**src/core/ssr_pkg.sv**
```systemverilog
// Constants shared by the status reporting unit: parts, map, reset values
package ssr_pkg;

	localparam int unsigned PART_W     = 16;
	localparam logic [15:0] PART_MASK  = 16'h7fff;
	localparam logic [15:0] PTR_RST    = 16'h7fff;
	localparam logic [15:0] NTR_RST    = 16'h0000;
	localparam logic [15:0] EN_RST     = 16'h0000;
	localparam logic [15:0] EVT_RST    = 16'h0000;
	localparam logic [15:0] HIST_RST   = 16'h0000;

	// Command address is {block, part}
	localparam logic [1:0]  BLK_QUES   = 2'h0;
	localparam logic [1:0]  BLK_OPER   = 2'h1;
	localparam logic [1:0]  BLK_IEEE   = 2'h2;
	localparam logic [2:0]  PART_COND  = 3'h0;
	localparam logic [2:0]  PART_PTR   = 3'h1;
	localparam logic [2:0]  PART_NTR   = 3'h2;
	localparam logic [2:0]  PART_EVT   = 3'h3;
	localparam logic [2:0]  PART_EN    = 3'h4;
	localparam logic [2:0]  IEEE_ESR   = 3'h0;
	localparam logic [2:0]  IEEE_ESE   = 3'h1;
	localparam logic [2:0]  IEEE_STB   = 3'h2;
	localparam logic [2:0]  IEEE_SRE   = 3'h3;
	localparam logic [2:0]  IEEE_ERRQ  = 3'h4;

	localparam int unsigned STB_ERRQ   = 2;
	localparam int unsigned STB_QUES   = 3;
	localparam int unsigned STB_MAV    = 4;
	localparam int unsigned STB_ESB    = 5;
	localparam int unsigned STB_MSS    = 6;
	localparam int unsigned STB_OPER   = 7;
	localparam logic [7:0]  SRE_USED   = 8'hbf;
	localparam logic [7:0]  ESR_USED   = 8'hfd;
	localparam logic [7:0]  ESR_RST    = 8'h00;
	localparam logic [7:0]  ESE_RST    = 8'h00;
	localparam logic [7:0]  SRE_RST    = 8'h00;
	localparam logic [7:0]  STB_RST    = 8'h00;
	localparam logic [15:0] RSP_RST    = 16'h0000;
	localparam logic [15:0] ERRQ_EMPTY = 16'h0000;

endpackage

```
**src/core/ssr_unit.sv**
```systemverilog
// Status reporting unit: two filtered status registers, event status, status byte
//
// Behaviour
// (RQ1) Five parts per register, sixteen bits each
// (RQ2) Bit fifteen of every part reads zero
// (RQ3) One bit per source, positions independent
// (RQ4) Condition follows hardware or lower sum bit
// (RQ5) Condition is read-only, unaffected by reads
// (RQ6) Rising condition sets event if rising-filter set
// (RQ7) Falling condition sets event if falling-filter set
// (RQ8) Both filters read/write, reads harmless
// (RQ9) Event part latches only filtered edges, read-only
// (RQ10) Reading event part returns then clears it
// (RQ11) Sum bit is OR of event AND enable
// (RQ12) Enable part read/write, reads harmless
// (RQ13) Sum bits feed next higher condition bit
// (RQ14) Message-available bit mirrors output queue occupancy
// (RQ15) Error queue keeps entries, returns oldest first
// (RQ16) Request and event enables mask status byte, ESR
// (RQ17) Enabled status-byte rise requests service; enable bit6 ignored
// (RQ18) Edge during event read survives the clear
// (RQ19) Reset clears events and edge history
`timescale 1ns/1ps
module ssr_unit
	import ssr_pkg::*;
#(
	parameter int unsigned ERR_W  = 16,
	parameter int unsigned ERR_AW = 4
) (
	input  wire logic             clk,
	input  wire logic             resetn,
	input  wire logic [14:0]      ques_cond,
	input  wire logic [14:0]      oper_cond,
	input  wire logic [7:0]       std_evt,
	input  wire logic             out_queue_avail,
	input  wire logic             err_push,
	input  wire logic [ERR_W-1:0] err_code,
	input  wire logic             cmd_valid,
	input  wire logic             cmd_write,
	input  wire logic [4:0]       cmd_addr,
	input  wire logic [15:0]      cmd_wdata,
	output logic                  rsp_valid,
	output logic      [15:0]      rsp_data,
	output logic      [7:0]       status_byte,
	output logic                  srq,
	output logic                  err_full
);
	import ssr_pkg::*;

	logic [1:0]  blk;
	logic [2:0]  part;
	logic        is_rd;
	logic        is_wr;
	logic        sel_ques;
	logic        sel_oper;
	logic        sel_ieee;
	logic        q_wr_ptr;
	logic        q_wr_ntr;
	logic        q_wr_en;
	logic        q_rd_evt;
	logic        o_wr_ptr;
	logic        o_wr_ntr;
	logic        o_wr_en;
	logic        o_rd_evt;
	logic        wr_ese;
	logic        wr_sre;

	logic [15:0] q_cond;
	logic [15:0] q_ptr;
	logic [15:0] q_ntr;
	logic [15:0] q_evt;
	logic [15:0] q_en;
	logic        q_sum;
	logic [15:0] o_cond;
	logic [15:0] o_ptr;
	logic [15:0] o_ntr;
	logic [15:0] o_evt;
	logic [15:0] o_en;
	logic        o_sum;

	logic [7:0]  esr_q;
	logic [7:0]  esr_d;
	logic [7:0]  ese_q;
	logic [7:0]  sre_q;
	logic        rd_esr;
	logic        esb;

	logic [7:0]  stb_raw;
	logic [7:0]  stb_armed;
	logic [7:0]  stb_prev_q;
	logic        mss;
	logic        srq_q;

	logic        errq_pop;
	logic        errq_empty;
	logic [ERR_W-1:0] errq_head;

	logic [15:0] rd_mux;
	logic [15:0] rsp_data_q;
	logic        rsp_valid_q;

	// Address decode
	assign blk      = cmd_addr[4:3];
	assign part     = cmd_addr[2:0];
	assign is_rd    = cmd_valid && !cmd_write;
	assign is_wr    = cmd_valid && cmd_write;
	assign sel_ques = (blk == BLK_QUES);
	assign sel_oper = (blk == BLK_OPER);
	assign sel_ieee = (blk == BLK_IEEE);

	// Part strobes; read-only parts get no write strobe at all
	assign q_wr_ptr = is_wr && sel_ques && (part == PART_PTR); // RQ8
	assign q_wr_ntr = is_wr && sel_ques && (part == PART_NTR); // RQ8
	assign q_wr_en  = is_wr && sel_ques && (part == PART_EN); // RQ12
	assign q_rd_evt = is_rd && sel_ques && (part == PART_EVT);
	assign o_wr_ptr = is_wr && sel_oper && (part == PART_PTR); // RQ8
	assign o_wr_ntr = is_wr && sel_oper && (part == PART_NTR); // RQ8
	assign o_wr_en  = is_wr && sel_oper && (part == PART_EN); // RQ12
	assign o_rd_evt = is_rd && sel_oper && (part == PART_EVT);
	assign wr_ese   = is_wr && sel_ieee && (part == IEEE_ESE);
	assign wr_sre   = is_wr && sel_ieee && (part == IEEE_SRE);

	// Questionable register: its conditions come straight from hardware
	ssr_scpi_reg u_ques ( // RQ1
		.clk    (clk),
		.resetn (resetn),
		.cond   (ques_cond), // RQ4
		.wdata  (cmd_wdata),
		.wr_ptr (q_wr_ptr),
		.wr_ntr (q_wr_ntr),
		.wr_en  (q_wr_en),
		.rd_evt (q_rd_evt), // RQ10
		.cond_o (q_cond),
		.ptr_q  (q_ptr),
		.ntr_q  (q_ntr),
		.evt_q  (q_evt),
		.en_q   (q_en),
		.sum    (q_sum)
	);

	// Operation register
	ssr_scpi_reg u_oper ( // RQ1
		.clk    (clk),
		.resetn (resetn),
		.cond   (oper_cond),
		.wdata  (cmd_wdata),
		.wr_ptr (o_wr_ptr),
		.wr_ntr (o_wr_ntr),
		.wr_en  (o_wr_en),
		.rd_evt (o_rd_evt), // RQ10
		.cond_o (o_cond),
		.ptr_q  (o_ptr),
		.ntr_q  (o_ntr),
		.evt_q  (o_evt),
		.en_q   (o_en),
		.sum    (o_sum)
	);

	// Error queue; a read pops the oldest entry
	assign errq_pop = is_rd && sel_ieee && part == IEEE_ERRQ; // RQ15

	ssr_err_mem #(
		.W  (ERR_W),
		.AW (ERR_AW)
	) u_errq (
		.clk       (clk),
		.resetn    (resetn),
		.push      (err_push),
		.push_data (err_code),
		.pop       (errq_pop),
		.head_q    (errq_head),
		.empty     (errq_empty),
		.full      (err_full)
	);

	// Standard event status: sources pulse, a read clears, a new pulse wins
	assign rd_esr = is_rd && sel_ieee && part == IEEE_ESR;
	assign esr_d  = ((rd_esr ? ESR_RST : esr_q) | std_evt) & ESR_USED; // RQ18
	assign esb    = |(esr_q & ese_q); // RQ16

	// Status byte collects the sum bits of the lower registers
	always_comb
	begin
		stb_raw           = STB_RST;
		stb_raw[STB_ERRQ] = !errq_empty;
		stb_raw[STB_QUES] = q_sum; // RQ13
		stb_raw[STB_MAV]  = out_queue_avail; // RQ14
		stb_raw[STB_ESB]  = esb; // RQ13
		stb_raw[STB_OPER] = o_sum; // RQ13
	end

	// Bit 6 of the request enable is masked off: it is the summary itself
	assign stb_armed   = stb_raw & sre_q & SRE_USED; // RQ16 RQ17
	assign mss         = |stb_armed;
	assign status_byte = {stb_raw[7], mss, stb_raw[5:0]};

	always_ff @(posedge clk or negedge resetn)
	begin
		if (!resetn)
		begin
			esr_q      <= ESR_RST;
			ese_q      <= ESE_RST;
			sre_q      <= SRE_RST;
			stb_prev_q <= STB_RST;
			srq_q      <= 1'b0;
		end
		else
		begin
			esr_q      <= esr_d;
			ese_q      <= wr_ese ? cmd_wdata[7:0] : ese_q;
			sre_q      <= wr_sre ? cmd_wdata[7:0] : sre_q;
			stb_prev_q <= stb_armed;
			srq_q      <= |(stb_armed & ~stb_prev_q); // RQ17
		end
	end

	assign srq = srq_q;

	// Read data; writes to read-only parts are simply not decoded
	always_comb
	begin
		rd_mux = RSP_RST;
		if (sel_ques)
		begin
			case (part)
				PART_COND: rd_mux = q_cond; // RQ5
				PART_PTR:  rd_mux = q_ptr;
				PART_NTR:  rd_mux = q_ntr;
				PART_EVT:  rd_mux = q_evt;
				PART_EN:   rd_mux = q_en;
				default:   rd_mux = RSP_RST;
			endcase
		end
		else if (sel_oper)
		begin
			case (part)
				PART_COND: rd_mux = o_cond;
				PART_PTR:  rd_mux = o_ptr;
				PART_NTR:  rd_mux = o_ntr;
				PART_EVT:  rd_mux = o_evt;
				PART_EN:   rd_mux = o_en;
				default:   rd_mux = RSP_RST;
			endcase
		end
		else if (sel_ieee)
		begin
			case (part)
				IEEE_ESR:  rd_mux = {8'h00, esr_q};
				IEEE_ESE:  rd_mux = {8'h00, ese_q};
				IEEE_STB:  rd_mux = {8'h00, status_byte};
				IEEE_SRE:  rd_mux = {8'h00, sre_q};
				IEEE_ERRQ: rd_mux = errq_empty ? ERRQ_EMPTY : 16'(errq_head);
				default:   rd_mux = RSP_RST;
			endcase
		end
	end

	// Every read is answered one cycle later, value taken before any clear
	always_ff @(posedge clk or negedge resetn)
	begin
		if (!resetn)
		begin
			rsp_valid_q <= 1'b0;
			rsp_data_q  <= RSP_RST;
		end
		else
		begin
			rsp_valid_q <= is_rd;
			rsp_data_q  <= is_rd ? (rd_mux & PART_MASK) : rsp_data_q; // RQ2
		end
	end

	assign rsp_valid = rsp_valid_q;
	assign rsp_data  = rsp_data_q;
endmodule // ssr_unit

```
**src/core/ssr_err_mem.sv**
```systemverilog
// Error queue storage: oldest-first FIFO with registered head word
`timescale 1ns/1ps
module ssr_err_mem #(
	parameter int unsigned W  = 16,
	parameter int unsigned AW = 4
) (
	input  wire logic         clk,
	input  wire logic         resetn,
	input  wire logic         push,
	input  wire logic [W-1:0] push_data,
	input  wire logic         pop,
	output logic      [W-1:0] head_q,
	output logic              empty,
	output logic              full
);
	logic [W-1:0]  mem [2**AW];
	logic [AW-1:0] wr_q;
	logic [AW-1:0] rd_q;
	logic [AW:0]   cnt_q;
	logic          do_push;
	logic          do_pop;
	logic [AW-1:0] rd_d;

	// A full queue drops new entries so the oldest ones survive
	assign full    = cnt_q[AW];
	assign empty   = (cnt_q == '0);
	assign do_push = push && !full;
	assign do_pop  = pop && !empty;
	assign rd_d    = do_pop ? rd_q + 1'b1 : rd_q;

	always_ff @(posedge clk)
	begin
		if (do_push)
			mem[wr_q] <= push_data;
	end

	// Head is re-read every cycle; bypass covers a push into the head slot
	always_ff @(posedge clk or negedge resetn)
	begin
		if (!resetn)
		begin
			wr_q   <= '0;
			rd_q   <= '0;
			cnt_q  <= '0;
			head_q <= '0;
		end
		else
		begin
			wr_q   <= do_push ? wr_q + 1'b1 : wr_q;
			rd_q   <= rd_d;
			cnt_q  <= cnt_q + {{AW{1'b0}}, do_push} - {{AW{1'b0}}, do_pop};
			head_q <= (do_push && wr_q == rd_d) ? push_data : mem[rd_d];
		end
	end
endmodule // ssr_err_mem

```
**src/core/ssr_scpi_reg.sv**
```systemverilog
// One five-part status register with transition filters and sum bit
`timescale 1ns/1ps
module ssr_scpi_reg
	import ssr_pkg::*;
(
	input  wire logic        clk,
	input  wire logic        resetn,
	input  wire logic [14:0] cond,
	input  wire logic [15:0] wdata,
	input  wire logic        wr_ptr,
	input  wire logic        wr_ntr,
	input  wire logic        wr_en,
	input  wire logic        rd_evt,
	output logic      [15:0] cond_o,
	output logic      [15:0] ptr_q,
	output logic      [15:0] ntr_q,
	output logic      [15:0] evt_q,
	output logic      [15:0] en_q,
	output logic             sum
);
	logic [15:0] hist_q;
	logic        primed_q;
	logic [15:0] rise;
	logic [15:0] fall;
	logic [15:0] hits;
	logic [15:0] evt_d;

	assign cond_o = {1'b0, cond}; // RQ4 RQ5 RQ2
	// No edge is seen until history holds a real sample
	assign rise   = primed_q ? (cond_o & ~hist_q) : 16'h0000; // RQ19
	assign fall   = primed_q ? (~cond_o & hist_q) : 16'h0000;
	assign hits   = ((rise & ptr_q) | (fall & ntr_q)) & PART_MASK; // RQ3 RQ6 RQ7
	assign evt_d  = (rd_evt ? EVT_RST : evt_q) | hits; // RQ9 RQ10 RQ18
	assign sum    = |(evt_q & en_q); // RQ11

	always_ff @(posedge clk or negedge resetn)
	begin
		if (!resetn)
		begin
			ptr_q    <= PTR_RST;
			ntr_q    <= NTR_RST;
			en_q     <= EN_RST;
			evt_q    <= EVT_RST;
			hist_q   <= HIST_RST;
			primed_q <= 1'b0;
		end
		else
		begin
			ptr_q    <= wr_ptr ? (wdata & PART_MASK) : ptr_q; // RQ8 RQ2
			ntr_q    <= wr_ntr ? (wdata & PART_MASK) : ntr_q; // RQ8
			en_q     <= wr_en ? (wdata & PART_MASK) : en_q; // RQ12
			evt_q    <= evt_d;
			hist_q   <= cond_o;
			primed_q <= 1'b1;
		end
	end
endmodule // ssr_scpi_reg

```
**config.mk**
```make
export PLATFORM = sky130hd
export DESIGN_NAME = ssr_unit
export DESIGN_NICKNAME = d
export VERILOG_FILES = /design/src/core/ssr_pkg.sv /design/src/core/ssr_unit.sv /design/src/core/ssr_err_mem.sv /design/src/core/ssr_scpi_reg.sv
export SDC_FILE = /design/constraint.sdc
export NUM_CORES = 1
export LEC_CHECK = 0
export BUFFER_PORTS_ARGS = -buffer_cell sky130_fd_sc_hd__buf_2
export CAP_MARGIN = 10
export CORE_ASPECT_RATIO = 0.7
export CORE_MARGIN = 1
export CORE_UTILIZATION = 40
export DETAILED_ROUTE_END_ITERATION = 7
export GPL_ROUTABILITY_DRIVEN = 0
export PLACE_DENSITY = 0.68
export REMOVE_ABC_BUFFERS = 1
export SETUP_SLACK_MARGIN = 0.2
export SYNTH_ARGS = -nofsm -noshare
export SYNTH_HDL_FRONTEND = slang
export SYNTH_SLANG_ARGS = --single-unit
```
**constraint.sdc**
```tcl
create_clock -name clk -period 3.3 [get_ports clk]
set_input_delay 0.66 -clock clk [delete_from_list [all_inputs] [get_ports clk]]
set_output_delay 0.66 -clock clk [all_outputs]
set_load 0.005 [all_outputs]
```
Yosys cells after proc, flatten, opt, wreduce, memory -nomap -nowiden
Memory sizes are Yosys's and may differ from the RTL's. Cells that the tools add are included.

RAM bits: 256. Flip-flop bits (word level): 228. Logic and storage cells: 109. Bits in latches: 0. Output and inout bits: 27. Bits in read-only memories: 0. Memories kept: 1.

Memory list: u_errq.mem (words 16, width 16, rd ports 1, clocked after Yosys merged registers in 0, wr ports 1, RTL line ssr_err_mem.sv:16) `logic [W-1:0] mem [2**AW];`.

Multiplexer cells: 18. $add $sub $neg: 4. Reductions and logical operators: 34. $lt $le $gt $ge: 0. Multiply operators: 0. Bitwise operators: 23. Divide/modulo/power cells: 0. Eq/ne operators: 7. Shift operators: 0.

Operators by type and width (count): 15-bit one-hot mux with 5 select lines (3); 15-bit 2-to-1 mux (9); 15-bit bitwise AND (8); 15-bit NOT (4); 16-bit by 15-bit bitwise AND with 16-bit output (2); 16-bit 2-to-1 mux (2); 16-bit by 15-bit bitwise OR with 16-bit output (2); 16-bit OR reduction (2); 15-bit bitwise OR (2); 8-bit bitwise AND (3); 1-bit logical AND (23); 8-bit OR reduction (2); 4-bit by 1-bit adder with 4-bit output, second input constant (2); 8-bit 2-to-1 mux (1); 8-bit NOT (1); 8-bit bitwise OR (1); 7-bit OR reduction (1); 3-bit by 2-bit == test with 1-bit output, second input constant (2); 5-bit by 1-bit adder with 5-bit output (1); 5-bit logical NOT (1); 5-bit by 1-bit subtractor with 5-bit output (1); 4-bit == test (1); 4-bit 2-to-1 mux (1); 3-bit by 1-bit == test with 1-bit output, second input constant (1); 7 further kinds (10).

Depth between registers and ports, before layout
Depth in word-level cells: 9. Depth in mapped cells: 16. Depth with buffers taken out: 16.

By module
From an unflattened synthesis, not the netlist that was laid out.

Cells, all modules: 1746. Area total of the unflattened synthesis: 23378.7 sq um.

Modules (own cells, without submodules): ssr_err_mem (area an instance 13459.2 sq um, cells an instance 934, sequential area each 8413.1 sq um, instances 1); ssr_scpi_reg (area an instance 3153.0 sq um, cells an instance 221, sequential area each 1920.6 sq um, instances 2); ssr_unit (area an instance 3613.5 sq um, cells an instance 370, sequential area each 1126.1 sq um, instances 1).

Worst setup path after synthesis
No wires, ideal clock.

Kind: input -> register. Start point: in cmd_addr[2]. End point: reg u_errq.head_q[10]. Library setup time: 126 ps. Stages: 10. Path slack: 578 ps. Arrival: 2596 ps. Path buffers: 3. Cell sequence: buf_4 > nor3b_4 > nand3_2 > or4_1 > a22oi_2 > and2_1 > buf_4 > nor2_2 > buf_6 > a221o_1.

Word-level cells in the longest chain between the ends: 7. Elaborated cells on any way between the ends: 8. Those cells by class: eq/ne (2); mux (2); reduce/logical (3); memory (1).

RTL lines: start: declaration (RTL line ssr_unit.sv:40) `input wire logic [4:0] cmd_addr,`; 3-bit == test * (RTL line ssr_unit.sv:160) `assign errq_pop = is_rd && sel_ieee && part == IEEE_ERRQ;`; 1-bit logical AND * (RTL line ssr_unit.sv:160); 1-bit logical AND * (RTL line ssr_err_mem.sv:28) `assign do_pop = pop && !empty;`; 4-bit 2-to-1 mux * (RTL line ssr_err_mem.sv:29) `assign rd_d = do_pop ? rd_q + 1'b1 : rd_q;`; parallel branches: the longest is 2 deep, another holds memory 16 x 16 bit; 15-bit 2-to-1 mux * (RTL line ssr_err_mem.sv:52) `head_q <= (do_push && wr_q == rd_d) ? push_data : mem[rd_d];`; end signal: assignment (RTL line ssr_err_mem.sv:52); end: declaration (RTL line ssr_err_mem.sv:12) `output logic [W-1:0] head_q,`.

Mark *: on every way between the ends. A chain may end at the register's enable or synchronous reset.

Final worst setup path
Start point: reg u_oper.evt_q[5]. End point: out status_byte[6].

Word-level cells in the longest chain between the ends: 4.

RTL lines: start: declaration (RTL line ssr_scpi_reg.sv:17) `output logic [15:0] evt_q,`; start signal: assignment (RTL line ssr_scpi_reg.sv:52) `evt_q <= evt_d;`; 16-bit by 15-bit bitwise AND with 16-bit output (RTL line ssr_scpi_reg.sv:34) `assign sum = |(evt_q & en_q);`; 16-bit OR reduction (RTL line ssr_scpi_reg.sv:34); 8-bit bitwise AND (RTL line ssr_unit.sv:193) `assign stb_armed = stb_raw & sre_q & SRE_USED;`; 7-bit OR reduction (RTL line ssr_unit.sv:194) `assign mss = |stb_armed;`; end: declaration (RTL line ssr_unit.sv:44) `output logic [7:0] status_byte,`.

Every way passes these cells.

==> results.txt <==
----------------------------------------------------
[Run status]
  Outcome ... completed

[Clocking]
  TritonCTS Buffers ... 45
  Hold bufs inserted after CTS ... 0
  H-Tree Depth ... 2
  Worst-skew pair later-pin latency ... 560 ps
  Buffer depth of the longest clock path ... 3
  Clock input transition at the sequential cells of the worst setup and hold paths ... 60 ps
  CTS Root Cell ... sky130_fd_sc_hd__clkbuf_16
  CTS tree ... yes
  Sink count of the clock tree ... 464

[Pwr]
  Clk pwr share ... 33.3%
  Leakage power total ... 8.810 nW
  Power consumption ... 15.02 mW
  Switching Share ... 27.59%
  Combinational group share of total power ... 17.1%
  Max VDD drop ... 0.2524 mV
  Switching Power ... 4.143 mW
  Power Density ... 649.8 nW/um2
  Reg power frac ... 49.6%
  Internal power summed over all cells ... 10.87 mW

[Timing]
  Final setup violation count ... 0
  Max-slew headroom at the worst pin ... 24.74%
  Final clock period utilization by the worst path ... 91.64%
  Worst hold slack ... 129.4 ps
  Final hold violation count ... 0
  FMAX ... 330.7 MHz
  RSZ-0062 raised after global routing ... yes
  Transition time of the tightest slew-check pin ... 1129 ps
  Clock period minus final worst setup slack ... 3024 ps
  Sum of negative setup slack ... 0 ps
  Clock tree skew after final layout ... 14.93 ps
  Post-route setup slack ... 276.0 ps
  Final number of max-transition violations ... 0

[Setup path]
  Crit-path slowest cell ... sky130_fd_sc_hd__dfrtp_1
  Count of buffering cells on the critical path with inverters included ... 1
  Max stage delay on crit path ... 400 ps
  Capture point of the critical path ... status_byte[6]
  Endpoint kind of the worst setup timing path ... output pin
  Critical path data required time ... 2640 ps
  Internal reg-to-reg setup slack ... 410 ps
  R2R cell count ... 12
  Cells traversed along the worst timing path ... a22o_1 > a221oi_1 > nand4_1 > nand2_1 > nand3_1 > buf_2
  Worst Setup Start Kind ... flip-flop
  Type of the setup path with the least slack ... flip-flop to output pin
  Source of the worst register-to-register timing path ... u_errq.cnt_q[3]
  Critical Path Fanout Max ... 4
  Arrival time at the worst endpoint ... 2360 ps
  Terminus of the critical flop-to-flop path ... u_errq.head_q[1]
  Critical path launch point ... u_oper.evt_q[5]
  Levels on crit path ... 6
  Critical path's top delay family ... simple AND/OR/NAND/NOR gates

[Drt]
  Iteration-0 DRC Markers ... 1484
  Final wirelength ... 55160 um
  Detailed-router iteration count before antenna repair ... 6
  Routed Antenna Nets ... 0
  Via-per-instance ratio ... 5.816
  Post-detailed-route wirelength per cell ... 23.66 um
  DRC violation count after routing ... 0
  Via Count ... 13560

[Floorplan]
  Count of boundary I/O pins ... 108
  Starting density of the core ... 40.45%
  Die height ... 188.7 um
  Die Outline Area ... 50720 um2
  Std-Cell Rows ... 68
  Placeable Area ... 49260 um2
  DIE WIDTH ... 268.8 um

[Finish]
  Final core utilization ... 46.91%
  Post-layout instance area ... 23110 um2
  Final Net Count ... 1721
  Non-filler instance count after layout ... 2331
  Most common cell after layout, fill and taps aside ... sky130_fd_sc_hd__edfxtp_1
  Area added between synthesis and finish ... 15.98%
  Highest-count cells in the layout ignoring fill and taps ... sky130_fd_sc_hd__edfxtp_1, sky130_fd_sc_hd__nand2_1, sky130_fd_sc_hd__dfrtp_1, sky130_fd_sc_hd__mux2_2, sky130_fd_sc_hd__buf_2
  Share of final-layout standard cells stronger than drive strength 1 ... 25.48%
  Fillers ... 4265

[Placement]
  Placed instance area ... 21570 um2
  Setup WS pre-CTS ... 149.5 ps
  HPWL after detailed placement ... 35010 um
  Cell count after placement ... 2240
  Count of buffers from port buffering ... 101

[Yosys]
  Largest area contributor in the synthesized netlist ... sky130_fd_sc_hd__edfxtp_1
  Async set or reset register ratio after synthesis ... 48.28%
  Number of enable-type register cells in the synthesized netlist ... 240
  Warning count from the yosys run ... 0
  Fraction of the yosys area taken by sequential cells ... 64.49%
  Post-Synthesis Mean Instance Area ... 13.35 um2
  Synth Area in Compound Gates ... 10.63%
  Adder and majority cell fraction of the synthesized area ... 0.7912%
  Cell variety after synth ... 62
  Simple-gate portion of the synthesized area ... 9.972%
  Largest family of logic cells by synthesized area ... multiplexers
  Cell count after synthesis ... 1493
  Multiplexer area fraction after synthesis ... 10.91%
  Total of flip-flops plus latches after synthesis ... 464
  Synth area leaders ... sky130_fd_sc_hd__edfxtp_1, sky130_fd_sc_hd__dfrtp_1, sky130_fd_sc_hd__mux2_2
  Post-synthesis share of cell area spent on xor and xnor gates ... 0.6154%
  Synth Flop Type ... sky130_fd_sc_hd__edfxtp_1
  Proportion of netlist area held by the largest area contributor ... 36.17%
  Netlist area before placement ... 19930 um2

[Global route]
  Aggregate global-route resource usage ... 21.83%
  Largest net degree at the start of global routing ... 86
  Initial antenna violation count ... 3
  Via count of the first global-routing pass ... 13410
  Overflow left after global routing ... 0
  First-pass GRT wire length ... 82880 um

[Run]
  Reported max-cap violation count ... 0

[Hold path]
  Path type of the worst min-delay path ... primary input to async pin

----------------------------------------------------
flip-flops by register name (all words and copies together) (netlist names), 4 cells and up:
| name | cells |
|---|---|
| stb_prev_q | 5 |
| u_oper.ptr_q | 15 |
| u_ques.en_q | 15 |
| u_errq.mem | 240 |
| u_oper.hist_q | 15 |
| u_ques.hist_q | 15 |
| u_oper.evt_q | 15 |
| sre_q | 8 |
| u_oper.ntr_q | 15 |
| esr_q | 7 |
| u_errq.wr_q | 4 |
| u_ques.evt_q | 15 |
| rsp_data | 15 |
| u_errq.cnt_q | 5 |
| u_oper.en_q | 15 |
| u_ques.ptr_q | 15 |
| u_ques.ntr_q | 15 |
| u_errq.head_q | 15 |
| ese_q | 8 |
| u_errq.rd_q | 4 |
routing by layer:
metal  track usage (%)  share of wire (%)  vias up  routed length [um]
met4             4.611                1.5        0                 839
li1                  -                  -     5915                   -
met3             6.077                 11       72                6076
met2             30.74                 43      677               23620
met1             33.26                 45     6894               24620
met5                 0                  0        -                   0
worst register-to-register path, delay by kind of cell, from the launching register on:
kind,cells,cell delay (ps)
flops,1,390
fa+ha+maj,1,180
xor+xnor,1,180
mux,1,270
buf+inv,4,670
simple gates,3,720
compound gates,2,360
power groups by stage:
stage | Clock, mW | Combinational, mW | Sequential [mW]
floorplan | 0 | 1.51 | 7.31
global placement | 0 | 2.42 | 7.51
detailed placement | 0 | 2.49 | 7.54
CTS | 5.07 | 2.51 | 7.43
global route | 5.32 | 2.80 | 7.51
finish | 4.99 | 2.57 | 7.45
cell type report:
class                   count  area [um2]  area share [%]
flip-flops and latches    464       12850           55.60
diodes                      2       5.005         0.02166
repair buffers            177        1231           5.328
multi-input cells         916        6673           28.87
clock buffers              69        1319           5.707
well taps                 665       832.0           3.600
clock inverters            14       98.84          0.4277
inverters                  24       101.3          0.4385
how the worst min path moves through the flow:
stage,to,cells after the start,start
finish,u_oper.ntr_q[5],1,resetn
global route,u_oper.hist_q[5],1,resetn
CTS,u_oper.hist_q[7],1,resetn
detailed placement,rsp_data[13],2,rsp_data[13]
global placement,rsp_data[10],2,rsp_data[10]
floorplan,ese_q[0],0,resetn
cell usage after synthesis, types with 21 or more instances:
cell type,number
sky130_fd_sc_hd__a21oi_1,22
sky130_fd_sc_hd__a22o_1,33
sky130_fd_sc_hd__a22oi_1,46
sky130_fd_sc_hd__a32oi_1,45
sky130_fd_sc_hd__and2_1,24
sky130_fd_sc_hd__and3_1,35
sky130_fd_sc_hd__clkbuf_1,54
sky130_fd_sc_hd__dfrtp_1,194
sky130_fd_sc_hd__dfstp_2,30
sky130_fd_sc_hd__edfxtp_1,240
sky130_fd_sc_hd__inv_1,21
sky130_fd_sc_hd__mux2_2,120
sky130_fd_sc_hd__mux2i_1,62
sky130_fd_sc_hd__nand2_1,212
sky130_fd_sc_hd__nand3_1,37
sky130_fd_sc_hd__nand3b_1,31
sky130_fd_sc_hd__nor2_1,28
sky130_fd_sc_hd__o21ai_0,60
repair_timing:
| item | in CTS | in global routing |
|---|---|---|
| pin swaps | 0 | 7 |
| endpoints found under the setup margin | 8 | 17 |
| setup buffers | 1 | 5 |
| gates resized for setup | 1 | 14 |
cells by family after synthesis:
| logic type | after synthesis |
|---|---|
| DFF | 464 |
| and+or+nand+nor | 407 |
| AOI/OAI and AO/OA | 288 |
| muxes | 191 |
| buffers and inverters | 115 |
| xor gates and xnor gates | 14 |
| adders and majority gates | 12 |
| other | 2 |
Power figures use the tool's default switching activity.
